===== src/commutator_pkg.sv =====
// Shared constants and carrier types for the telemetry commutator and framer
package commutator_pkg;
    // Time-sharing scan geometry
    localparam int PRIMARY_SLOTS = 30;
    localparam int SUBMUX_SLOTS = 23;
    localparam int DATA_SLOTS = 27;
    localparam int SUB_CHANNELS = 10;
    localparam int PRIMARY_RATE_HZ = 120;
    localparam int CAL_LEVELS = 5;
    localparam int CAL_TIME_MS = 400;
    localparam int DIGITAL_INPUTS = 100;
    localparam int WORD_BITS = 10;
    // Slot rate and the cycle count per slot at 100 MHz
    localparam int CLK_HZ = 100000000;
    localparam int SLOT_HZ = PRIMARY_SLOTS * PRIMARY_RATE_HZ;
    localparam int SLOT_CYCLES = CLK_HZ / SLOT_HZ;
    // Frame word order: analog slot word, digital word, discrete word
    localparam logic [1:0] PHASE_ANALOG = 2'h0;
    localparam logic [1:0] PHASE_DIGITAL = 2'h1;
    localparam logic [1:0] PHASE_DISCRETE = 2'h2;
    localparam logic [1:0] PHASE_LAST = 2'h2;
    // Reference slot levels, calibration levels
    localparam logic [9:0] REF_ZERO = 10'h000;
    localparam logic [9:0] REF_MID = 10'h200;
    localparam logic [9:0] REF_FULL = 10'h3ff;
    localparam logic [9:0] CAL_STEP = 10'h0ff;
    localparam logic [4:0] SLOT_RESET = 5'h00;
    localparam logic [3:0] SUB_RESET = 4'h0;

    typedef struct packed {
        logic [9:0] data;
        logic [4:0] slot;
        logic [3:0] sub;
        logic [1:0] phase;
        logic cal;
    } frame_word_s;

    typedef enum logic [2:0] {
        CAL_IDLE = 3'b001,
        CAL_WAIT = 3'b010,
        CAL_RUN = 3'b100
    } cal_state_e;

    // Calibration level n as a 10-bit value
    function automatic logic [9:0] cal_level(input logic [2:0] n);
        cal_level = 10'(({7'h00, n}) * CAL_STEP);
    endfunction
endpackage


===== src/word_store.sv =====
// Temporary storage for the remote digital multiplexer's 10-bit words
`timescale 1ns/1ps
module word_store (
    // Clock and reset
    input wire logic clk_in,
    input wire logic sys_rst_in,
    // Write port
    input wire logic wr_en_in,
    input wire logic [6:0] wr_addr_in,
    input wire logic [9:0] wr_data_in,
    // Read port, data registered
    input wire logic [6:0] rd_addr_in,
    output logic [9:0] rd_data_out
);
    import commutator_pkg::*;
    logic [9:0] mem [0:DIGITAL_INPUTS-1];

    // Store write, no reset on the array to keep it a plain RAM
    always_ff @(posedge clk_in) begin
        if (wr_en_in && (wr_addr_in < 7'(DIGITAL_INPUTS))) begin
            mem[wr_addr_in] <= wr_data_in;
        end
    end

    // Registered read
    always_ff @(posedge clk_in or posedge sys_rst_in) begin
        if (sys_rst_in) begin
            rd_data_out <= 10'h000;
        end else if (rd_addr_in < 7'(DIGITAL_INPUTS)) begin
            rd_data_out <= mem[rd_addr_in];
        end else begin
            rd_data_out <= 10'h000;
        end
    end
endmodule // word_store


===== src/skid_buffer.sv =====
// Two-entry buffer between the framer and the serial stage
`timescale 1ns/1ps
module skid_buffer (
    // Clock and reset
    input wire logic clk_in,
    input wire logic sys_rst_in,
    // Fill side
    input wire logic in_valid_in,
    input commutator_pkg::frame_word_s in_word_in,
    output logic in_ready_out,
    // Drain side
    output logic out_valid_out,
    output commutator_pkg::frame_word_s out_word_out,
    input wire logic out_ready_in
);
    import commutator_pkg::*;
    frame_word_s slot0_reg;
    frame_word_s slot1_reg;
    logic [1:0] count_reg;
    wire push = in_valid_in && in_ready_out;
    wire pop = out_valid_out && out_ready_in;

    // Entry 0 is the head; entry 1 catches a word while the head stalls
    always_ff @(posedge clk_in or posedge sys_rst_in) begin
        if (sys_rst_in) begin
            slot0_reg <= '0;
            slot1_reg <= '0;
            count_reg <= 2'h0;
            in_ready_out <= 1'b1;
            out_valid_out <= 1'b0;
        end else begin
            if (pop) begin
                slot0_reg <= (count_reg == 2'h2) ? slot1_reg : in_word_in;
            end else if (push && count_reg == 2'h0) begin
                slot0_reg <= in_word_in;
            end
            if (push && ((count_reg == 2'h1 && !pop) || (count_reg == 2'h2))) begin
                slot1_reg <= in_word_in;
            end
            count_reg <= 2'(count_reg + {1'b0, push} - {1'b0, pop});
            in_ready_out <= (2'(count_reg + {1'b0, push} - {1'b0, pop}) != 2'h2);
            out_valid_out <= (2'(count_reg + {1'b0, push} - {1'b0, pop}) != 2'h0);
        end
    end
    assign out_word_out = slot0_reg;
endmodule // skid_buffer


===== src/telemetry_commutator_framer.sv =====
// Time-sharing commutator, calibration sequencer and serial framer
// Function
// - Scan thirty primary slots cyclically, each slot 120 times per second.
// - Slots 0 to 22 may be sub-multiplexed among slower inputs.
// - Sub-multiplexed slots rotate over ten sub-channels, 12 samples per second.
// - Slots 0 to 26 carry measurements; slots 27 to 29 carry references.
// - A calibration request waits for the next master frame boundary.
// - Calibration blocks measurements and substitutes five levels on data slots.
// - Each level lasts one master frame; five frames total.
// - The digital multiplexer accepts up to 100 inputs, discretes or data.
// - Digital inputs are held as 10-bit words, then framed.
// - Digitized analog, digital words and discretes interleave into one stream.
// - The serial stream also goes to ground checkout equipment when enabled.
// - Serializer may take the other stage's analog; local analog routes out.
`timescale 1ns/1ps
module telemetry_commutator_framer (
    // Clock and reset
    input wire logic clk_in,
    input wire logic sys_rst_in,
    // Digitized analog sample for the addressed slot, local and other stage
    input wire logic [9:0] local_sample_in,
    input wire logic [9:0] other_stage_sample_in,
    input wire logic use_other_stage_in,
    // Remote digital multiplexer inputs
    input wire logic digital_wr_in,
    input wire logic [6:0] digital_addr_in,
    input wire logic [9:0] digital_data_in,
    // Direct discrete inputs, pins
    input wire logic [9:0] discrete_in,
    // Calibration request, a pin
    input wire logic cal_request_in,
    // Checkout enable, a pin
    input wire logic checkout_enable_in,
    // Sample address to the conditioners
    output logic [4:0] slot_out,
    output logic [3:0] sub_channel_out,
    output logic slot_strobe_out,
    output logic master_frame_out,
    output logic cal_active_out,
    output logic [2:0] cal_level_out,
    // Local analog sample handed to the other stage
    output logic [9:0] cross_stage_sample_out,
    // Serial stream to transmitter and ground checkout
    output logic pcm_link_data_out,
    output logic pcm_link_valid_out,
    output logic pcm_link_frame_out,
    output logic ground_checkout_equipment_data_out,
    output logic ground_checkout_equipment_valid_out
);
    import commutator_pkg::*;

    // Pin synchronisers: three stages, change taken when stages two and three agree
    logic [2:0] cal_sync_reg;
    logic [2:0] chk_sync_reg;
    logic cal_req_reg;
    logic chk_en_reg;
    logic [9:0] disc_s1_reg;
    logic [9:0] disc_s2_reg;
    logic [9:0] disc_s3_reg;
    logic [9:0] disc_reg;

    always_ff @(posedge clk_in or posedge sys_rst_in) begin
        if (sys_rst_in) begin
            cal_sync_reg <= 3'h0;
            chk_sync_reg <= 3'h0;
            cal_req_reg <= 1'b0;
            chk_en_reg <= 1'b0;
        end else begin
            cal_sync_reg <= {cal_sync_reg[1:0], cal_request_in};
            chk_sync_reg <= {chk_sync_reg[1:0], checkout_enable_in};
            if (cal_sync_reg[1] == cal_sync_reg[2]) cal_req_reg <= cal_sync_reg[2];
            if (chk_sync_reg[1] == chk_sync_reg[2]) chk_en_reg <= chk_sync_reg[2];
        end
    end

    // Discretes take a word only where every bit has settled
    always_ff @(posedge clk_in or posedge sys_rst_in) begin
        if (sys_rst_in) begin
            disc_s1_reg <= 10'h000;
            disc_s2_reg <= 10'h000;
            disc_s3_reg <= 10'h000;
            disc_reg <= 10'h000;
        end else begin
            disc_s1_reg <= discrete_in;
            disc_s2_reg <= disc_s1_reg;
            disc_s3_reg <= disc_s2_reg;
            if (disc_s2_reg == disc_s3_reg) disc_reg <= disc_s3_reg;
        end
    end

    // Slot timer and scan counters
    logic [15:0] tick_reg;
    logic [4:0] slot_reg;
    logic [3:0] sub_reg;
    wire tick_end = (tick_reg == 16'(SLOT_CYCLES - 1));
    wire slot_end = (slot_reg == 5'(PRIMARY_SLOTS - 1));
    wire sub_end = (sub_reg == 4'(SUB_CHANNELS - 1));
    wire master_end = tick_end && slot_end && sub_end;

    // Each slot lasts SLOT_CYCLES so every slot recurs 120 times a second
    always_ff @(posedge clk_in or posedge sys_rst_in) begin
        if (sys_rst_in) begin
            tick_reg <= 16'h0000;
            slot_reg <= SLOT_RESET;
            sub_reg <= SUB_RESET;
        end else begin
            tick_reg <= tick_end ? 16'h0000 : 16'(tick_reg + 16'h0001);
            if (tick_end) begin
                slot_reg <= slot_end ? SLOT_RESET : 5'(slot_reg + 5'h01);
                if (slot_end) sub_reg <= sub_end ? SUB_RESET : 4'(sub_reg + 4'h1);
            end
        end
    end

    // Calibration sequencer
    cal_state_e cal_state_reg;
    cal_state_e cal_state_next;
    logic [2:0] level_reg;
    logic [2:0] level_next;
    wire last_level = (level_reg == 3'(CAL_LEVELS - 1));

    // Request is held until a master boundary; the run spans five master frames
    always_comb begin
        cal_state_next = cal_state_reg;
        level_next = level_reg;
        case (cal_state_reg)
            CAL_IDLE: begin
                if (cal_req_reg) cal_state_next = CAL_WAIT;
            end
            CAL_WAIT: begin
                if (master_end) begin
                    cal_state_next = CAL_RUN;
                    level_next = 3'h0;
                end
            end
            CAL_RUN: begin
                if (master_end) begin
                    if (last_level) cal_state_next = CAL_IDLE;
                    else level_next = 3'(level_reg + 3'h1);
                end
            end
            default: cal_state_next = CAL_IDLE;
        endcase
    end

    always_ff @(posedge clk_in or posedge sys_rst_in) begin
        if (sys_rst_in) begin
            cal_state_reg <= CAL_IDLE;
            level_reg <= 3'h0;
        end else begin
            cal_state_reg <= cal_state_next;
            level_reg <= level_next;
        end
    end

    // Digital word store
    logic [9:0] digital_word;
    logic [6:0] digital_rd_addr;
    word_store store_inst (
        .clk_in(clk_in),
        .sys_rst_in(sys_rst_in),
        .wr_en_in(digital_wr_in),
        .wr_addr_in(digital_addr_in),
        .wr_data_in(digital_data_in),
        .rd_addr_in(digital_rd_addr),
        .rd_data_out(digital_word)
    );

    // Digital inputs are read round-robin, one per slot
    logic [6:0] dig_ptr_reg;
    assign digital_rd_addr = dig_ptr_reg;
    always_ff @(posedge clk_in or posedge sys_rst_in) begin
        if (sys_rst_in) begin
            dig_ptr_reg <= 7'h00;
        end else if (tick_end) begin
            dig_ptr_reg <= (dig_ptr_reg == 7'(DIGITAL_INPUTS - 1)) ? 7'h00 : 7'(dig_ptr_reg + 7'h01);
        end
    end

    // Slot content selection
    wire cal_run = (cal_state_reg == CAL_RUN);
    wire is_data_slot = (slot_reg < 5'(DATA_SLOTS));
    wire [9:0] analog_in = use_other_stage_in ? other_stage_sample_in : local_sample_in;
    wire [9:0] ref_word = (slot_reg == 5'(DATA_SLOTS)) ? REF_ZERO :
                          (slot_reg == 5'(DATA_SLOTS + 1)) ? REF_MID : REF_FULL;
    wire [9:0] data_word = cal_run ? cal_level(level_reg) : analog_in;
    wire [9:0] slot_word = is_data_slot ? data_word : ref_word;
    wire [3:0] sub_tag = (slot_reg < 5'(SUBMUX_SLOTS)) ? sub_reg : SUB_RESET;

    // Word emission: three words per slot, analog then digital then discrete
    logic [1:0] phase_reg;
    logic emit_reg;
    frame_word_s word_reg;
    logic buf_ready;
    wire emit_take = emit_reg && buf_ready;
    always_ff @(posedge clk_in or posedge sys_rst_in) begin
        if (sys_rst_in) begin
            phase_reg <= PHASE_ANALOG;
            emit_reg <= 1'b0;
            word_reg <= '0;
        end else if (tick_end) begin
            // Slot start: capture analog word; a stalled word is dropped only if the sink stalls a whole slot
            emit_reg <= 1'b1;
            phase_reg <= PHASE_ANALOG;
            word_reg <= '{data: slot_word, slot: slot_reg, sub: sub_tag, phase: PHASE_ANALOG, cal: cal_run};
        end else if (emit_take) begin
            if (phase_reg == PHASE_LAST) begin
                emit_reg <= 1'b0;
            end else begin
                phase_reg <= 2'(phase_reg + 2'h1);
                word_reg.phase <= 2'(phase_reg + 2'h1);
                word_reg.data <= (phase_reg == PHASE_ANALOG) ? digital_word : disc_reg;
            end
        end
    end

    frame_word_s buf_word;
    logic buf_valid;
    logic ser_ready;
    skid_buffer buffer_inst (
        .clk_in(clk_in),
        .sys_rst_in(sys_rst_in),
        .in_valid_in(emit_reg),
        .in_word_in(word_reg),
        .in_ready_out(buf_ready),
        .out_valid_out(buf_valid),
        .out_word_out(buf_word),
        .out_ready_in(ser_ready)
    );

    // Serializer, MSB first, one bit per clock
    logic [9:0] shift_reg;
    logic [3:0] bit_cnt_reg;
    logic busy_reg;
    logic first_reg;
    assign ser_ready = !busy_reg;
    always_ff @(posedge clk_in or posedge sys_rst_in) begin
        if (sys_rst_in) begin
            shift_reg <= 10'h000;
            bit_cnt_reg <= 4'h0;
            busy_reg <= 1'b0;
            first_reg <= 1'b0;
        end else if (!busy_reg && buf_valid) begin
            shift_reg <= buf_word.data;
            bit_cnt_reg <= 4'(WORD_BITS - 1);
            busy_reg <= 1'b1;
            first_reg <= (buf_word.slot == SLOT_RESET) && (buf_word.phase == PHASE_ANALOG);
        end else if (busy_reg) begin
            shift_reg <= {shift_reg[8:0], 1'b0};
            bit_cnt_reg <= 4'(bit_cnt_reg - 4'h1);
            first_reg <= 1'b0;
            if (bit_cnt_reg == 4'h0) busy_reg <= 1'b0;
        end
    end

    // Registered outputs; ground copy only while checkout is enabled
    always_ff @(posedge clk_in or posedge sys_rst_in) begin
        if (sys_rst_in) begin
            pcm_link_data_out <= 1'b0;
            pcm_link_valid_out <= 1'b0;
            pcm_link_frame_out <= 1'b0;
            ground_checkout_equipment_data_out <= 1'b0;
            ground_checkout_equipment_valid_out <= 1'b0;
            slot_out <= SLOT_RESET;
            sub_channel_out <= SUB_RESET;
            slot_strobe_out <= 1'b0;
            master_frame_out <= 1'b0;
            cal_active_out <= 1'b0;
            cal_level_out <= 3'h0;
            cross_stage_sample_out <= 10'h000;
        end else begin
            pcm_link_data_out <= busy_reg & shift_reg[9];
            pcm_link_valid_out <= busy_reg;
            pcm_link_frame_out <= first_reg;
            ground_checkout_equipment_data_out <= chk_en_reg & busy_reg & shift_reg[9];
            ground_checkout_equipment_valid_out <= chk_en_reg & busy_reg;
            slot_out <= slot_reg;
            sub_channel_out <= sub_tag;
            slot_strobe_out <= tick_end;
            master_frame_out <= master_end;
            cal_active_out <= cal_run;
            cal_level_out <= level_reg;
            cross_stage_sample_out <= local_sample_in;
        end
    end
endmodule // telemetry_commutator_framer


===== config.mk =====
export PLATFORM = sky130hd
export DESIGN_NAME = telemetry_commutator_framer
export DESIGN_NICKNAME = d
export VERILOG_FILES = /design/src/commutator_pkg.sv /design/src/word_store.sv /design/src/skid_buffer.sv /design/src/telemetry_commutator_framer.sv
export SDC_FILE = /design/constraint.sdc
export NUM_CORES = 1
export LEC_CHECK = 0
export ABC_CLOCK_PERIOD_IN_PS = 4000
export BUFFER_PORTS_ARGS = -buffer_cell sky130_fd_sc_hd__buf_2
export CAP_MARGIN = 0
export CELL_PAD_IN_SITES_DETAIL_PLACEMENT = 0
export CELL_PAD_IN_SITES_GLOBAL_PLACEMENT = 1
export CORE_ASPECT_RATIO = 1.4
export CORE_MARGIN = 2
export CORE_UTILIZATION = 30
export DETAILED_ROUTE_END_ITERATION = 10
export GPL_ROUTABILITY_DRIVEN = 0
export HOLD_SLACK_MARGIN = 0.06
export PLACE_DENSITY_LB_ADDON = 0.1
export SLEW_MARGIN = 25
export SYNTH_ARGS = -nofsm -noshare
export SYNTH_HDL_FRONTEND = slang
export SYNTH_HIERARCHICAL = 1
export SYNTH_SLANG_ARGS = --single-unit

===== constraint.sdc =====
create_clock -name clk_in -period 4 [get_ports clk_in]
set_clock_uncertainty 0.15 [all_clocks]
set_input_delay 0 -clock clk_in [delete_from_list [all_inputs] [get_ports clk_in]]
set_output_delay 0 -clock clk_in [all_outputs]
set_load 0.01 [all_outputs]

== Yosys cells after proc, flatten, opt, wreduce, memory -nomap -nowiden ==
Memory sizes are Yosys's and may differ from the RTL's.
Index checks and enable logic that the tools add are counted.

* Add/sub/neg operators: 9
* Multipliers: 1
* $lt $le $gt $ge: 4
* Equal/unequal tests: 23
* Muxes and demuxes: 44
* Bitwise logic cells: 3
* Reduce and logical (&&, ||, !) cells: 28

{| class="wikitable"
|+ Operators by type and width
! kind !! count
|-
| $mux W10 || 11
|-
| $mux W22 || 3
|-
| $mux W3 || 7
|-
| $add A16 B1 Y16 const B || 1
|-
| $eq A16 B15 Y1 const B || 1
|-
| $mux W16 || 1
|-
| $mux W4 || 4
|-
| $eq A5 B5 Y1 const B || 3
|-
| $lt A7 B7 Y1 const B || 2
|-
| $ne A2 B2 Y1 const B || 7
|-
| $reduce_bool A2 Y1 || 6
|-
| $eq A10 B10 Y1 || 1
|-
| $lt A5 B5 Y1 const B || 2
|-
| $mul A3 B8 Y10 const B || 1
|-
| $mux W1 || 10
|-
| $logic_and A1 B1 Y1 || 9
|-
| $mux W9 || 1
|-
| $pmux W3 S3 || 1
|-
| $reduce_and A4 Y1 || 2
|-
| $add A7 B1 Y7 const B || 1
|-
| $eq A7 B7 Y1 const B || 1
|-
| $mux W7 || 1
|-
| $eq A3 B3 Y1 const B || 2
|-
| $logic_not A2 Y1 || 3
|-
| other kinds (22) || 31
|}

* Register bits: 208
* Bits in writable memories: 1,000
* Input port bits: 53
* Output and inout bits: 30
* Memories kept: 1

{| class="wikitable"
|+ Memory list
! memory !! depth !! bits a word !! rd ports !! clocked after Yosys merged registers in !! wr ports !! RTL line !! RTL
|-
| store_inst.mem || 100 || 10 || 1 || 0 || 1 || word_store.sv:16 || <nowiki>logic [9:0] mem [0:DIGITAL_INPUTS-1];</nowiki>
|}

== Depth between registers and ports, before layout ==
Gate-level depths: netlist (run 1).

* Depth in word-level cells: 6
* Depth in mapped cells: 11
* Gate-level depth less buffers: 9

== Modules after synthesis ==
Netlist (run 1), hierarchy kept.

{| class="wikitable"
|+ By module, submodules not included
! module !! times used !! cells each !! area an instance (um^2)
|-
| word_store || 1 || 1,852 || 39,202.6
|-
| telemetry_commutator_framer || 1 || 552 || 6,558.8
|-
| skid_buffer || 1 || 162 || 2,054.5
|}

== Worst setup path after synthesis (run 1) ==
Ideal clock, no wire load.

* Path type: register to register
* Start point: register level_reg[0]
* End point: register word_reg[16] (netlist name)
* Setup time: 0.140 ns
* Arrival time: 2.467 ns
* Data required time: 3.710 ns
* Setup slack: 1.243 ns
* Cell stages (with the launch flop): 9
* Path buffers: 0
* Clock period less this slack: 2.757 ns
* Cell sequence: dfrtp_1 -> fa_1 -> ha_1 -> inv_1 -> fa_1 -> inv_1 -> fa_1 -> o211ai_1 -> a21oi_1

* Word-level cells in the longest chain between the ends: 4

{| class="wikitable"
|+ Ends and longest elaborated chain
! element !! RTL line !! RTL
|-
| from (decl) || telemetry_commutator_framer.sv:118 || <nowiki>logic [2:0] level_reg;</nowiki>
|-
| from (signal assigned) || telemetry_commutator_framer.sv:152 || <nowiki>level_reg <= level_next;</nowiki>
|-
| $mul A3 B8 Y10 || commutator_pkg.sv:46 || <nowiki>cal_level = 10'(({7'h00, n}) * CAL_STEP);</nowiki>
|-
| $mux W10 || telemetry_commutator_framer.sv:186 || <nowiki>wire [9:0] data_word = cal_run ? cal_level(level_reg) : analog_in;</nowiki>
|-
| $mux W10 || telemetry_commutator_framer.sv:187 || <nowiki>wire [9:0] slot_word = is_data_slot ? data_word : ref_word;</nowiki>
|-
| $mux W10 || telemetry_commutator_framer.sv:201 || <nowiki>end else if (tick_end) begin</nowiki>
|-
| to (signal assigned) || telemetry_commutator_framer.sv:205 || <nowiki>word_reg <= '{data: slot_word, slot: slot_reg, sub: sub_tag, phase: PHASE_ANALOG, cal: cal_run};</nowiki>
|-
| to (decl) || telemetry_commutator_framer.sv:193 || <nowiki>frame_word_s word_reg;</nowiki>
|}

Every way passes these cells.
A chain may end at the register's enable or synchronous reset.

== Final worst setup path (run 1) ==
* Start point: register dig_ptr_reg[0]
* End point: register store_inst.rd_data_out[7]

* Word-level cells in the longest chain between the ends: 2
* Elaborated cells between the ends (all ways): 3

{| class="wikitable"
|+ Ends and longest elaborated chain
! element !! RTL line !! RTL
|-
| from (decl) || telemetry_commutator_framer.sv:170 || <nowiki>logic [6:0] dig_ptr_reg;</nowiki>
|-
| from (signal assigned) || telemetry_commutator_framer.sv:176 || <nowiki>dig_ptr_reg <= (dig_ptr_reg == 7'(DIGITAL_INPUTS - 1)) ? 7'h00 : 7'(dig_ptr_reg + 7'h01);</nowiki>
|-
| $mem_v2 Z100 W10 / $lt A7 B7 Y1 (equally long branches) || - ||
|-
| $mux W10 (*) || word_store.sv:29 || <nowiki>end else if (rd_addr_in < 7'(DIGITAL_INPUTS)) begin</nowiki>
|-
| to (signal assigned) || word_store.sv:30 || <nowiki>rd_data_out <= mem[rd_addr_in];</nowiki>
|-
| to (decl) || word_store.sv:13 || <nowiki>output logic [9:0] rd_data_out</nowiki>
|}

Every way passes the cells marked *; elsewhere a longest branch is shown, timed or not.

==> run metrics, run 1 <==
status finished, final reports clean; Synth Area per Inst 18.7 µm²; largest net degree at the start of global routing 151; Top Ports 83; Overflow after GRT 0; net count reported at finish 2936; period utilisation layout 0.935; max FFs per register 1000; first-pass GRT wire length 207 mm; Final Max Tran Viols 0; Crit Path Class reg2reg; Slew @ Worst Pin 1010 ps; delay of the slowest critical-path stage 920 ps; Final Critical Period 3740 ps; port bufs 82; min-delay worst type in2reg; CTS tree built; min-delay src digital_data_in[6]; vias in the first global route 26700; Worst setup EP type register; Mapped Area 47200 µm²; WHS Path Cells 2; DP Worst Slack 125 ps; PwrDens 462 nW/µm²; Tot Pwr 25.9 mW; final instance area 56000 µm²; Worst R2R Start dig_ptr_reg[0]; CTS max path bufs 3; postcts setup bufs 0; Worst R2R Setup Slack 260 ps; leakage power 18.6 nW; drc violations 0; Syn Inst Count 2525; Final WS setup 259 ps; smallest hold slack 194 ps; CP max stage cell dfrtp_4; Die Wd 339 µm; worst endpoint required time 4450 ps; die area 161000 µm²; antenna-violating nets left 0; fin util 0.358; TNS Setup 0 ps; Initial Util 0.302; worst-path cell chain buf_4 -> mux2_2 -> a221oi_1 -> a22oi_1 -> o2111ai_1 -> nand4_1; die height 474 µm; DP Wirelength 93.4 mm; H-tree levels 4; final setup vio count 0; antenna violations before repair 1; DRT Wirelength 146 mm; Worst EP arrival 4190 ps; Hold Path End store_inst/mem[89][6]; final hold violation count 0; Max-Cap Viols 0; most flop-heavy register store_inst/mem; clock-pin slew on the worst setup and hold paths 60 ps; Clk Latency, worst-skew pair 760 ps; 1st-pass router iterations 5; dpl cell area 51000 µm²; Fmax achieved 0.267 GHz; core area 157000 µm²; Total GRT Usage 0.182; reg2reg end store_inst/rd_data_out[7]; Startpoint Class register; CTS Sinks 1198; via count 24900; Starting DRT DRC Count 1792; buffer and inverter count on the worst path 1; RSZ-0062 raised after global routing no; Row Count 172; placed cell count 4728; Worst VDD drop 0.000484 V; share of cells above drive strength 1 0.255; Area growth, synth to finish 18.6%; Crit Path Max Fanout 28; YS warnings 6; R2R cell count 6; Routed WL per cell 28.8 µm; net count after synthesis 2601; Cell Count, Final, Fillers Out 5056; Num CTS Buffers 130; CTS root buffer clkbuf_16; largest delay contributor family on the critical path compound AO/OA/AOI/OAI gates; relative slew slack 0.327; DR vias/cell 4.93
==> worst register-to-register path, delay by kind of cell (launching register included) <==
family                 cells  cell delay (ps)
AO/OA/AOI/OAI              3             1540
multiplexers               1              370
flip-flops                 1              920
buffers and inverters      1              430
AND/OR/NAND/NOR            1              180
==> repair_timing <==
item                                    CTS  global route
resized for setup                         0             0
hold buffers                             86             1
endpoints found under the hold margin  1222             4
==> where the power goes <==
group,switching [mW],internal (mW)
clock network,5.04,6.68
logic,0.365,0.149
registers,0.0461,13.6
==> per-layer routing <==
metal,global-route usage,share of wire,routed length (µm),up-vias
met4,0.0555,0.026,3830,0
met1,0.216,0.40,57900,13400
li1,-,-,-,10800
met3,0.0268,0.036,5170,153
met2,0.338,0.54,78700,530
met5,0,0,0,-
==> placed cells by master (no fill, tap or decap), types with 63 or more instances in the layout <==
master and count:
edfxtp_1 1000, mux4_2 192, dfrtp_1 191, buf_4 166, mux2i_1 138, clkbuf_16 136, nand2_1 133, nor2_1 122
dlygate4sd3_1 87, buf_2 72, mux2_2 63
==> worst max-delay path by stage <==
stage                              start                        end  slack (ps)  cells after the start
after CTS                 dig_ptr_reg[0]  store_inst/rd_data_out[7]         120                      6
after detailed placement  dig_ptr_reg[0]  store_inst/rd_data_out[7]         130                      6
after global routing      dig_ptr_reg[0]  store_inst/rd_data_out[7]         220                      6
after global placement    dig_ptr_reg[0]  store_inst/rd_data_out[2]         -90                      6
after floorplan             level_reg[0]               word_reg[16]        1240                      8
final                     dig_ptr_reg[0]  store_inst/rd_data_out[7]         260                      6
==> area by class of cell <==
class / count / area, µm²
repair buffers: 338 / 2750
clock buffers: 180 / 3690
clock inverters: 57 / 444
fillers: 14900 / 101000
multi-input cells: 1163 / 11400
flip-flops and latches: 1198 / 35000
inverters: 29 / 113
well taps: 2088 / 2610
diodes: 3 / 7.51
Power figures use the tool's default switching activity.
==> inputs of run 2 (changes only) <==
--- a/config.mk
+++ b/config.mk
@@ -11,7 +11,7 @@
 export CELL_PAD_IN_SITES_DETAIL_PLACEMENT = 0
 export CELL_PAD_IN_SITES_GLOBAL_PLACEMENT = 1
 export CORE_ASPECT_RATIO = 1.4
-export CORE_MARGIN = 2
+export CORE_MARGIN = 5
 export CORE_UTILIZATION = 30
 export DETAILED_ROUTE_END_ITERATION = 10
 export GPL_ROUTABILITY_DRIVEN = 0
==> run 2 against run 1 <==
Sequential power hardly changed. Largest power group unchanged. Flip-flop and latch count did not move. Combinational power rose by 2%. Die area up 3.1%.
==> run metrics, run 2 (synthesis results as in run 1) <==
multi-input logic area 11400 µm² (+0.16%); port bufs 82 (unchanged); period utilisation layout 0.849 (-0.0866); Top Ports 83 (unchanged); die height 480 µm (+1.3%); PwrDens 467 nW/µm² (+1.0%); CTS root buffer clkbuf_16; Total GRT Usage 0.170 (-0.0121); Die Wd 345 µm (+1.8%); leakage power 18.6 nW (about the same); TNS Setup 0 ps (unchanged); delay of the slowest critical-path stage 760 ps (-160 ps); Cell Count, Final, Fillers Out 5047 (-0.18%); die area 166000 µm² (+3.1%); min-delay worst type in2reg; Worst setup EP type register; Crit Path Class reg2reg; CP max stage cell dfrtp_4; via count 24700 (-0.76%); CTS Sinks 1198 (unchanged); net count reported at finish 2927 (-0.31%); DR vias/cell 4.90 (-0.58%); Slew @ Worst Pin 1040 ps (+34.5 ps); final setup vio count 0 (unchanged); buffer and inverter count on the worst path 1 (unchanged); Fmax achieved 0.295 GHz (+10%); CTS tree built; postcts setup bufs 0 (unchanged); commonest non-fill, non-tap cell in the layout edfxtp_1; share of cells above drive strength 1 0.255 (about the same); largest net degree at the start of global routing 79 (-48%); vias in the first global route 26500 (-0.69%); Initial Util 0.302 (unchanged); smallest hold slack 101 ps (-92.5 ps); final hold violation count 0 (unchanged); core area 157000 µm² (unchanged); Worst EP arrival 3860 ps (-330 ps); Worst VDD drop 0.000468 V (-3.2%); max FFs per register 1000 (unchanged); CTS resizes 0 (unchanged); placed cell count 4717 (-0.23%); status finished, final reports clean; first-pass GRT wire length 203 mm (-1.9%); most flop-heavy register store_inst/mem; worst-path cell chain buf_12 -> mux4_1 -> a22o_1 -> a2111oi_0 -> o31a_1 -> a31oi_1; DP Wirelength 90.9 mm (-2.6%); Final Critical Period 3390 ps (-347 ps); Area growth, synth to finish 18.9%; 1st-pass router iterations 5 (unchanged); final instance area 56100 µm² (+0.18%); RSZ-0062 raised after global routing no; clock-pin slew on the worst setup and hold paths 60 ps (about the same); Starting DRT DRC Count 1765 (-1.5%); hold buffer count at CTS 86 (unchanged); Row Count 172 (unchanged); Max-Cap Viols 0 (unchanged); dpl cell area 50900 µm² (-0.13%); register area 35000 µm² (unchanged); largest delay contributor family on the critical path compound AO/OA/AOI/OAI gates; Clk Latency, worst-skew pair 760 ps (about the same); Final Max Tran Viols 0 (unchanged); Startpoint Class register; antenna-violating nets left 0 (unchanged); Routed WL per cell 28.1 µm (-2.5%); drc violations 0 (unchanged); DRT Wirelength 142 mm (-2.6%); H-tree levels 4 (unchanged); Overflow after GRT 0 (unchanged); Tot Pwr 26.2 mW (+1.2%); Num CTS Buffers 132 (+1.5%); CTS max path bufs 3 (unchanged); antenna violations before repair 2 (+1); Crit Path Max Fanout 59 (+110%); worst endpoint required time 4470 ps (+20 ps); relative slew slack 0.306 (-0.0211); # fillers 14800 (-0.83%); commonest cells after routing, fill and taps aside edfxtp_1, mux4_2, dfrtp_1
## run 2: cell count changes in the layout (fill, tap and decap cells not counted), sizes merged
| cell | previous run | this run |
|---|---|---|
| buf | 251 | 241 |
| clkbuf | 180 | 179 |
| diode | 3 | 6 |
| inv | 33 | 32 |
| bufinv | 3 | 8 |
| dlygate4sd3 | 87 | 86 |
| clkinv | 46 | 42 |
## run 2: final timing paths
check	startpoint	end	slack, ps	cells past startpoint
min in group asynchronous	sys_rst_in	store_inst/rd_data_out[8]	430	4
worst min-delay path	digital_data_in[6]	store_inst/mem[72][6]	100	2
worst max-delay path	dig_ptr_reg[2]	store_inst/rd_data_out[5]	610	6
worst min register to register	disc_s1_reg[2]	disc_s2_reg[2]	200	0
worst max register to register	dig_ptr_reg[2]	store_inst/rd_data_out[5]	610	6
max in group asynchronous	sys_rst_in	slot_out[4]	1960	5
## run 2: stage by stage
step,setup slack (ps),utilization
finish,605,0.358
global route,515,0.358
CTS,547,0.358
detailed placement,577,0.325
global placement,583,0.325
floorplan,1240,-
## run 2: power breakdown
group	switching (mW)	internal, mW	total [mW]
Clock	5.01	7.02	12.0
Sequential	0.0427	13.6	13.7
Combinational	0.372	0.152	0.523
Total	5.42	20.8	26.2
## run 2: final cells by class
cell class / instances / share of cell area
Antenna cell: 6 / 0.000267
Timing Repair Buffer: 327 / 0.0480
Inverter: 29 / 0.00201
Clock inverter: 57 / 0.0100
Multi-Input combinational cell: 1163 / 0.204
Tap cell: 2088 / 0.0465
Sequential cell: 1198 / 0.623
Clock buffer: 179 / 0.0659
## run 2: layer usage
layer | global-route usage | up-vias | wire (µm)
li1 | - | 10800 | -
met1 | 0.207 | 13300 | 56900
met2 | 0.317 | 488 | 76600
met3 | 0.0245 | 156 | 4920
met4 | 0.0460 | 0 | 3350
met5 | 0 | - | 0
